$ cat config.mk
export PLATFORM = sky130hd
export DESIGN_NAME = sadc_frame_ctrl
export DESIGN_NICKNAME = d
export VERILOG_FILES = /design/src/hdl/sadc_pkg.sv /design/src/hdl/sadc_frame_ctrl.sv /design/src/hdl/sadc_fifo.sv
export VERILOG_INCLUDE_DIRS = /design/src /design/src/hdl
export SDC_FILE = /design/constraint.sdc
export NUM_CORES = 1
export LEC_CHECK = 0
export BUFFER_PORTS_ARGS = -buffer_cell sky130_fd_sc_hd__clkbuf_2
export CAP_MARGIN = 20
export CELL_PAD_IN_SITES_DETAIL_PLACEMENT = 2
export CELL_PAD_IN_SITES_GLOBAL_PLACEMENT = 2
export CORE_MARGIN = 3
export CORE_UTILIZATION = 44
export CTS_CLUSTER_DIAMETER = 60
export DETAILED_ROUTE_END_ITERATION = 8
export PLACE_DENSITY_LB_ADDON = 0.1
export SLEW_MARGIN = 25
export SYNTH_ARGS = -nofsm -noshare
export SYNTH_HDL_FRONTEND = slang
export SYNTH_SLANG_ARGS = --single-unit
$ cat constraint.sdc
create_clock -name SYS_CLK_I -period 4.25 [get_ports SYS_CLK_I]
set_input_delay 0.2125 -clock SYS_CLK_I [delete_from_list [all_inputs] [get_ports SYS_CLK_I]]
set_output_delay 0.2125 -clock SYS_CLK_I [all_outputs]
set_load 0.005 [all_outputs]
$ cat src/hdl/sadc_defines.svh
`ifndef SADC_DEFINES_SVH
`define SADC_DEFINES_SVH

// output words
`define SADC_WORD_W          16
`define SADC_MARKER_WORD     16'hff00

// falling-edge counts within a frame
`define SADC_INIT_MIN_EDGES  5'h01
`define SADC_INIT_MAX_EDGES  5'h08
`define SADC_SAMP_FIRST_EDGE 5'h04
`define SADC_CONV_START_EDGE 5'h18
`define SADC_EDGE_SAT        5'h1f

// rising-edge count after which the output is released
`define SADC_OUT_BITS        5'h10

// conversion timing
`define SADC_CONV_CLKS       5'h16
`define SADC_SYS_CLK_KHZ     250000
`define SADC_OSC_MIN_KHZ     7500
`define SADC_OSC_DIV         (`SADC_SYS_CLK_KHZ / `SADC_OSC_MIN_KHZ)
`define SADC_CONV_MAX_NS     2940
`define SADC_CONV_MAX_CYC    ((`SADC_CONV_MAX_NS * `SADC_SYS_CLK_KHZ) / 1000000)

// result buffer
`define SADC_FIFO_DEPTH      8

// pin reset image {cs_n, frame sync, serial clock}
`define SADC_PIN_RST         3'h6

`endif

$ cat src/hdl/sadc_pkg.sv
package sadc_pkg;

  // frame controller states
  typedef enum logic [3:0] {
    ST_IDLE   = 4'h1,
    ST_ARMED  = 4'h2,
    ST_ACTIVE = 4'h4,
    ST_CONV   = 4'h8
  } sadc_state_t;

  typedef logic [15:0] sadc_word_t;

endpackage : sadc_pkg

$ cat src/hdl/sadc_frame_ctrl.sv
`timescale 1ns/1ps
`include "sadc_defines.svh"
// Operation
// - valid init frame makes the next frame shift out marker FF00
// - init may also start on frame sync low with select low; ends on first rise
// - sampling window lasts 20 serial clocks, starting after the 4th falling serial clock edge
// - conversion starts after the 24th falling serial clock edge
// - conversion is 22 internal oscillator clocks, at most 2.94 us
// - frame started during conversion shifts out marker FF00 itself
// - each frame shifts out the result of the previous frame's sample, or FF00 if that frame ended before its 24th falling edge
// - output word is 16 result bits, MSB first
// - output released on 17th rising serial clock edge, else on select rising
// - MSB driven after select falls; next bits after each rising serial clock edge
// - with frame sync, MSB driven after frame sync rises
// - power-down after each conversion; wake on select fall or frame sync rise
module sadc_frame_ctrl (
  // clock and reset
  input  wire logic                 SYS_CLK_I,
  input  wire logic                 SRST_I,
  // serial link pins
  input  wire logic                 CS_N_I,
  input  wire logic                 FRAME_SYNC_IN_I,
  input  wire logic                 SCLK_I,
  output logic                      SDO_O,
  output logic                      SDO_OE_O,
  // converter core
  input  wire sadc_pkg::sadc_word_t RESULT_BITS_I,
  output logic                      SAMPLE_O,
  output logic                      CONV_BUSY_O,
  output logic                      POWER_DOWN_O,
  output logic                      INIT_DONE_O
);
  import sadc_pkg::*;

  localparam int CONV_BOUND = `SADC_CONV_MAX_CYC;

  logic [2:0]  sync1_r;
  logic [2:0]  sync2_r;
  logic [2:0]  sync3_r;
  logic        cs_n;
  logic        fs;
  logic        cs_fall;
  logic        cs_rise;
  logic        fs_rise;
  logic        fs_fall;
  logic        sclk_fall;
  logic        sclk_rise;
  logic        start_cs;
  logic        start_fs;
  logic        load;
  logic        cut;
  logic        push;
  sadc_word_t  load_word;
  sadc_state_t state_r;
  sadc_state_t state_nxt;
  logic [4:0]  fcnt_r;
  logic [4:0]  fcnt_nxt;
  logic [4:0]  fcnt_inc;
  logic        init_r;
  logic        init_nxt;
  logic        marker_r;
  logic        marker_nxt;
  logic        pd_r;
  logic        pd_nxt;
  logic        samp_r;
  logic        samp_nxt;
  logic        busy_r;
  logic        busy_nxt;
  logic [5:0]  div_r;
  logic [5:0]  div_nxt;
  logic [4:0]  tick_r;
  logic [4:0]  tick_nxt;
  sadc_word_t  sh_r;
  sadc_word_t  sh_nxt;
  logic [4:0]  rcnt_r;
  logic [4:0]  rcnt_nxt;
  logic        oe_r;
  logic        oe_nxt;
  logic        fifo_in_ready;
  logic        fifo_out_valid;
  sadc_word_t  fifo_out_data;

  // two-stage pin synchronisers plus one history stage for edges
  always_ff @(posedge SYS_CLK_I) begin
    if (SRST_I) begin
      sync1_r <= `SADC_PIN_RST;
      sync2_r <= `SADC_PIN_RST;
      sync3_r <= `SADC_PIN_RST;
    end else begin
      sync1_r <= {CS_N_I, FRAME_SYNC_IN_I, SCLK_I};
      sync2_r <= sync1_r;
      sync3_r <= sync2_r;
    end
  end

  // pin edges, seen only on the second stage and later
  assign cs_n      = sync2_r[2];
  assign fs        = sync2_r[1];
  assign cs_fall   = !cs_n && sync3_r[2];
  assign cs_rise   = cs_n && !sync3_r[2];
  assign fs_rise   = fs && !sync3_r[1];
  assign fs_fall   = !fs && sync3_r[1];
  assign sclk_fall = !sync2_r[0] && sync3_r[0];
  assign sclk_rise = sync2_r[0] && !sync3_r[0];

  // frame starts; during an init frame a sync rise only ends it
  assign start_cs = cs_fall && fs;
  assign start_fs = fs_rise && !cs_n && !(state_r == ST_ACTIVE && !init_r);
  assign load     = start_cs || start_fs;
  assign fcnt_inc = (fcnt_r == `SADC_EDGE_SAT) ? fcnt_r : fcnt_r + 5'h01;

  // a start during a conversion or a counted frame cuts it; that frame has no result to show
  assign cut       = (state_r == ST_CONV) || (state_r == ST_ACTIVE && init_r);
  // word for the new frame: marker, or the previous frame's result
  assign load_word = (marker_r || cut || !fifo_out_valid) ? `SADC_MARKER_WORD : fifo_out_data;

  // frame, conversion and power state
  always_comb begin
    state_nxt  = state_r;
    fcnt_nxt   = fcnt_r;
    init_nxt   = init_r;
    marker_nxt = marker_r;
    pd_nxt     = pd_r;
    div_nxt    = div_r;
    tick_nxt   = tick_r;
    push       = 1'b0;
    if (cs_fall || fs_rise) begin
      pd_nxt = 1'b0;
    end
    if (load) begin
      fcnt_nxt   = '0;
      marker_nxt = 1'b0;
      state_nxt  = start_cs ? ST_ACTIVE : ST_ARMED;
    end else begin
      unique case (state_r)
        ST_IDLE: begin
          if (!init_r && fs_fall && !cs_n) begin
            state_nxt = ST_ACTIVE;
            fcnt_nxt  = '0;
          end
        end
        ST_ARMED: begin
          if (fs_fall) begin
            state_nxt = ST_ACTIVE;
            fcnt_nxt  = '0;
          end else if (cs_rise) begin
            state_nxt = ST_IDLE;
          end
        end
        ST_ACTIVE: begin
          if (!init_r && (cs_rise || fs_rise)) begin
            state_nxt = ST_IDLE;
            if (fcnt_r >= `SADC_INIT_MIN_EDGES && fcnt_r <= `SADC_INIT_MAX_EDGES) begin
              init_nxt   = 1'b1;
              marker_nxt = 1'b1;
            end
          end else if (init_r && cs_rise) begin
            state_nxt  = ST_IDLE;
            marker_nxt = 1'b1;
          end else if (sclk_fall) begin
            fcnt_nxt = fcnt_inc;
            if (init_r && fcnt_inc == `SADC_CONV_START_EDGE) begin
              state_nxt = ST_CONV;
              div_nxt   = '0;
              tick_nxt  = '0;
            end
          end
        end
        ST_CONV: begin
          if (tick_r == `SADC_CONV_CLKS) begin
            if (fifo_in_ready) begin
              push      = 1'b1;
              state_nxt = ST_IDLE;
              pd_nxt    = 1'b1;
            end
          end else if (div_r == 6'(`SADC_OSC_DIV - 1)) begin
            div_nxt  = '0;
            tick_nxt = tick_r + 5'h01;
          end else begin
            div_nxt = div_r + 6'h01;
          end
        end
      endcase
    end
    samp_nxt = (state_nxt == ST_ACTIVE) && init_nxt && (fcnt_nxt >= `SADC_SAMP_FIRST_EDGE);
    busy_nxt = (state_nxt == ST_CONV);
  end

  always_ff @(posedge SYS_CLK_I) begin
    if (SRST_I) begin
      state_r  <= ST_IDLE;
      fcnt_r   <= '0;
      init_r   <= 1'b0;
      marker_r <= 1'b0;
      pd_r     <= 1'b0;
      div_r    <= '0;
      tick_r   <= '0;
      samp_r   <= 1'b0;
      busy_r   <= 1'b0;
    end else begin
      state_r  <= state_nxt;
      fcnt_r   <= fcnt_nxt;
      init_r   <= init_nxt;
      marker_r <= marker_nxt;
      pd_r     <= pd_nxt;
      div_r    <= div_nxt;
      tick_r   <= tick_nxt;
      samp_r   <= samp_nxt;
      busy_r   <= busy_nxt;
    end
  end

  // output shifter, MSB first
  always_comb begin
    sh_nxt   = sh_r;
    rcnt_nxt = rcnt_r;
    oe_nxt   = oe_r;
    if (load) begin
      sh_nxt   = load_word;
      rcnt_nxt = '0;
      oe_nxt   = 1'b1;
    end else if (cs_rise) begin
      oe_nxt = 1'b0;
    end else if (oe_r && sclk_rise) begin
      if (rcnt_r == `SADC_OUT_BITS) begin
        oe_nxt = 1'b0;
      end else begin
        sh_nxt   = {sh_r[14:0], 1'b0};
        rcnt_nxt = rcnt_r + 5'h01;
      end
    end
  end

  always_ff @(posedge SYS_CLK_I) begin
    if (SRST_I) begin
      sh_r   <= '0;
      rcnt_r <= '0;
      oe_r   <= 1'b0;
    end else begin
      sh_r   <= sh_nxt;
      rcnt_r <= rcnt_nxt;
      oe_r   <= oe_nxt;
    end
  end

  // result buffer between conversion and shifter
  sadc_fifo #(
    .W     (`SADC_WORD_W),
    .DEPTH (`SADC_FIFO_DEPTH)
  ) u_fifo (
    .clk_i       (SYS_CLK_I),
    .srst_i      (SRST_I),
    .in_valid_i  (push),
    .in_ready_o  (fifo_in_ready),
    .in_data_i   (RESULT_BITS_I),
    .out_valid_o (fifo_out_valid),
    .out_ready_i (load),
    .out_data_o  (fifo_out_data)
  );

  // outputs straight from flops
  assign SDO_O        = sh_r[15];
  assign SDO_OE_O     = oe_r;
  assign SAMPLE_O     = samp_r;
  assign CONV_BUSY_O  = busy_r;
  assign POWER_DOWN_O = pd_r;
  assign INIT_DONE_O  = init_r;
endmodule : sadc_frame_ctrl

$ cat src/hdl/sadc_fifo.sv
`timescale 1ns/1ps

module sadc_fifo #(
  parameter int W     = 16,
  parameter int DEPTH = 8
) (
  // clock and reset
  input  wire logic         clk_i,
  input  wire logic         srst_i,
  // fill side
  input  wire logic         in_valid_i,
  output logic              in_ready_o,
  input  wire logic [W-1:0] in_data_i,
  // drain side
  output logic              out_valid_o,
  input  wire logic         out_ready_i,
  output logic [W-1:0]      out_data_o
);
  localparam int AW = $clog2(DEPTH);

  logic [W-1:0]  mem_r [DEPTH];
  logic [AW-1:0] wr_r;
  logic [AW-1:0] wr_nxt;
  logic [AW-1:0] rd_r;
  logic [AW-1:0] rd_nxt;
  logic [AW:0]   cnt_r;
  logic [AW:0]   cnt_nxt;
  logic          do_wr;
  logic          do_rd;

  // honest flags from the occupancy count
  assign in_ready_o  = (cnt_r != (AW+1)'(DEPTH));
  assign out_valid_o = (cnt_r != '0);
  assign out_data_o  = mem_r[rd_r];

  // pointer and count update
  always_comb begin
    do_wr   = in_valid_i && in_ready_o;
    do_rd   = out_valid_o && out_ready_i;
    wr_nxt  = do_wr ? wr_r + AW'(1) : wr_r;
    rd_nxt  = do_rd ? rd_r + AW'(1) : rd_r;
    cnt_nxt = cnt_r + (AW+1)'(do_wr) - (AW+1)'(do_rd);
  end

  always_ff @(posedge clk_i) begin
    if (srst_i) begin
      wr_r  <= '0;
      rd_r  <= '0;
      cnt_r <= '0;
    end else begin
      wr_r  <= wr_nxt;
      rd_r  <= rd_nxt;
      cnt_r <= cnt_nxt;
    end
  end

  // storage, written by index
  always_ff @(posedge clk_i) begin
    if (do_wr) begin
      mem_r[wr_r] <= in_data_i;
    end
  end

endmodule : sadc_fifo

==> impl_metrics.csv <==
group,metric,value,unit
floorplanning,die_h,144,µm
floorplanning,ios,27,
setup_path,path_class,"flop to flop",
logic_synthesis,synth.yosys.seq_area_share,62.6,%
sta,tightest_slew,1.01,ns
cells_and_area,final_area,9380,µm²
run,drv_cap,0,
clock_tree,cts_resized,0,
logic_synthesis,ys_types,63,
cells_and_area,n_antenna_cell,0,
setup_path,crit_path_top_delay_cell,"nor4b_1",
grt,antenna_found_initial,0,
grt,grt_pass1_wl,34.3,mm
cells_and_area,syn_to_final_growth,12.2,%
logic_synthesis,syn_nets,648,
pwr,power_density,411,nW/µm²
grt,grt_pass1_vias,5746,
detailed_routing,first_pass_iters,4,
clock_tree,tritoncts.num_buffers,17,
floorplanning,start_util,45.6,%
sta,finalCritPeriodShare,80.5,%
logic_synthesis,ys_warn_count,0,
logic_synthesis,syn_inst,609,
grt,grt-ovfl-total,0,
sta,hold_viol,0,
detailed_routing,wl_per_cell,24.3,µm
grt,grt_max_degree,44,
sta,setup_viol,0,
sta,max_slew_margin,32.8,%
detailed_routing,antenna_left,0,
floorplanning,dieArea,20700,µm²
logic_synthesis,syn_area,8350,µm²
pwr,cellLeakagePower,3.14,nW
detailed_routing,drt_first_iter_violations,367,
clock_tree,h-tree-depth,4,
sta,fmax,292,MHz
logic_synthesis,synthArstFlopShare,0,%
detailed_routing,post_drt_via_cell_ratio,6.00,
logic_synthesis,ys_ff_latch,197,
sta,rsz0062_at_grt,"false",
setup_path,required,4.57,ns
placement,dpl_cell_area,8760,µm²
logic_synthesis,postSynthAreaPerCell,13.7,µm²
hold_path,hp-class,"primary input to flop",
logic_synthesis,synth_enable_flop_cells,128,
sta,fin_skew,0.0136,ns
setup_path,critical_path_arrival,3.74,ns
setup_path,end_kind,"flop",
placement,dp_hpwl,14.1,mm
cells_and_area,fill_cells,1710,
sta,layout_min_cycle_time,3.42,ns
setup_path,critPathMaxStageDelay,0.68,ns
grt,gr-usage-all-layers,22.3,%
clock_tree,cts_root_buf,"clkbuf_16",
clock_tree,cts_tree,"done",
floorplanning,std_cell_rows,49,
cells_and_area,final_common_cell,"edfxtp_1",
floorplanning,coreArea,18300,µm²
clock_tree,insertion_delay,0.45,ns
pwr,fin_total_pwr,3.85,mW
setup_path,crit_path_frequent_cell,"inv_1",
setup_path,path_cells,"nor4b_1, o311ai_0, nand2b_1, inv_1, ha_1, inv_1, fa_1, xor2_1, nor2_1",
pwr,max-vdd-ir-drop,282,µV
cells_and_area,multi_input_area,2920,µm²
setup_path,cp-start-kind,"flop",
clock_tree,clk_pin_slew,0.08,ns
detailed_routing,vias,5281,
cells_and_area,drive_gt1_share,20.4,%
placement,port-buffer-count,26,
cells_and_area,final_cell_mix,"edfxtp_1 (128), dfxtp_1 (68), nor2_1 (36)",
placement,finalWeightedCongestion,0.806,
clock_tree,clock_sinks,197,
cells_and_area,fin_nets,678,
clock_tree,clk_path_buf_depth,2,
floorplanning,die_x,144,µm
setup_path,crit_fanout,13,
detailed_routing,route.detailed.drc,0,
sta,finalMaxSlewViolations,0,
sta,finalSetupTns,0,ns
logic_synthesis,synth_flop_cell,"edfxtp_1",
run_status,status,"complete, no violations",
cells_and_area,regArea,5230,µm²
detailed_routing,routed_wl,21.4,mm
==> per-stage QoR <==
stage | hold WS, ns | utilization (%) | setup slack (ns) | cells
finish | 0.0345 | 51.1 | 0.830 | 880
global route | 0.0353 | 51.1 | 0.615 | 880
CTS | 0.0210 | 51.1 | 0.827 | 880
detailed placement | 0.418 | 47.8 | 0.945 | 846
global placement | 0.419 | 47.8 | 1.24 | 846
floorplan | 0.311 | - | 0.712 | 609
==> report_power, final <==
group / leakage, nW / total (mW) / switching [mW] / internal (mW)
Combinational: 1.14 / 0.180 / 0.100 / 0.0793
Clock: 0.287 / 1.60 / 0.808 / 0.788
Sequential: 1.71 / 2.08 / 0.0270 / 2.05
==> what timing repair did <==
item / in CTS / in global routing
endpoints found under the setup margin: 0 / 0
hold endpoints to repair: 3 / 0
buffers inserted: 0 / 0
hold buffers: 3 / 0
==> worst max-delay path: cells and delay by family, from the launching register on <==
family | cells | cell delay (ns)
AO/OA/AOI/OAI | 1 | 0.39
adder cells (fa/ha/maj) | 2 | 0.59
flip-flops | 1 | 0.59
XOR/XNOR | 1 | 0.21
AND/OR/NAND/NOR | 3 | 1.18
buffers and inverters | 2 | 0.33
==> cell type report <==
type,instances,area share [%]
tap,229,3.06
inverter,22,0.881
clock inverter,14,1.67
sequential,197,55.8
multi-input combinational,357,31.2
timing repair buffer,44,2.91
clock buffer,17,4.54
==> kinds of logic after synthesis <==
group	after synthesis	synth area share, %
flip-flops	197	62.6
AND/OR/NAND/NOR	164	10.8
AO/OA/AOI/OAI	113	8.87
buffers and inverters	55	2.77
multiplexers	51	11.1
adder cells (fa/ha/maj)	18	2.79
XOR/XNOR	11	1.15
==> state kept, by name (all words and copies together), names as in the netlist, named ones only <==
name	cells
state_r	4
sync2_r	3
INIT_DONE_O	1
fcnt_r	5
u_fifo.mem_r	128
SDO_OE_O	1
tick_r	5
u_fifo.rd_r	3
u_fifo.wr_r	3
div_r	6
marker_r	1
sh_r	16
sync1_r	3
sync3_r	3
POWER_DOWN_O	1
u_fifo.cnt_r	4
SAMPLE_O	1
CONV_BUSY_O	1
rcnt_r	5
==> final timing paths <==
path,start,endpoint,slack (ns),cells past startpoint
max,state_r[3],u_fifo.cnt_r[2],0.83,9
min,RESULT_BITS_I[15],u_fifo.mem_r[2][15],0.03,1
max reg2reg,state_r[3],u_fifo.cnt_r[2],0.83,9
min reg2reg,sync1_r[2],sync2_r[2],0.43,1
==> routing by layer <==
metal  share of wire [%]  routed length [µm]  global-route usage (%)
met4                 1.4                 306                    6.54
met3                 2.9                 611                    4.39
met5                   0                   0                       0
met1                  43                9220                    27.8
met2                  53               11300                    39.5
==> cell usage after synthesis (all sizes together) (2+ instances only) <==
cell type / number / area share, %
o21ai: 27 / 1.6
xnor2: 5 / 0.52
a21o: 3 / 0.27
mux2: 10 / 1.3
o22ai: 4 / 0.30
nand3: 8 / 0.48
and2: 3 / 0.22
nor4b: 3 / 0.57
nor2: 36 / 1.6
o221ai: 7 / 0.73
o31ai: 6 / 0.54
mux4: 32 / 8.6
o211ai: 3 / 0.27
nor2b: 8 / 0.60
dfxtp: 69 / 17
clkbuf: 23 / 1.0
edfxtp: 128 / 46
nand4: 11 / 0.82
nor3b: 4 / 0.36
nor3: 10 / 0.60
inv: 22 / 0.99
or4b: 4 / 0.52
and3: 6 / 0.45
o211a: 7 / 0.84
a31oi: 7 / 0.52
nand2b: 11 / 0.82
or3: 3 / 0.22
ha: 17 / 2.5
a221oi: 2 / 0.21
a21oi: 31 / 1.9
nor4: 4 / 0.30
or4: 6 / 0.54
o311ai: 5 / 0.52
mux2i: 9 / 1.1
or2: 8 / 0.60
xor2: 6 / 0.63
nand2: 34 / 1.5
buf: 10 / 0.73
Note: power is estimated with default switching activity, not from simulation.
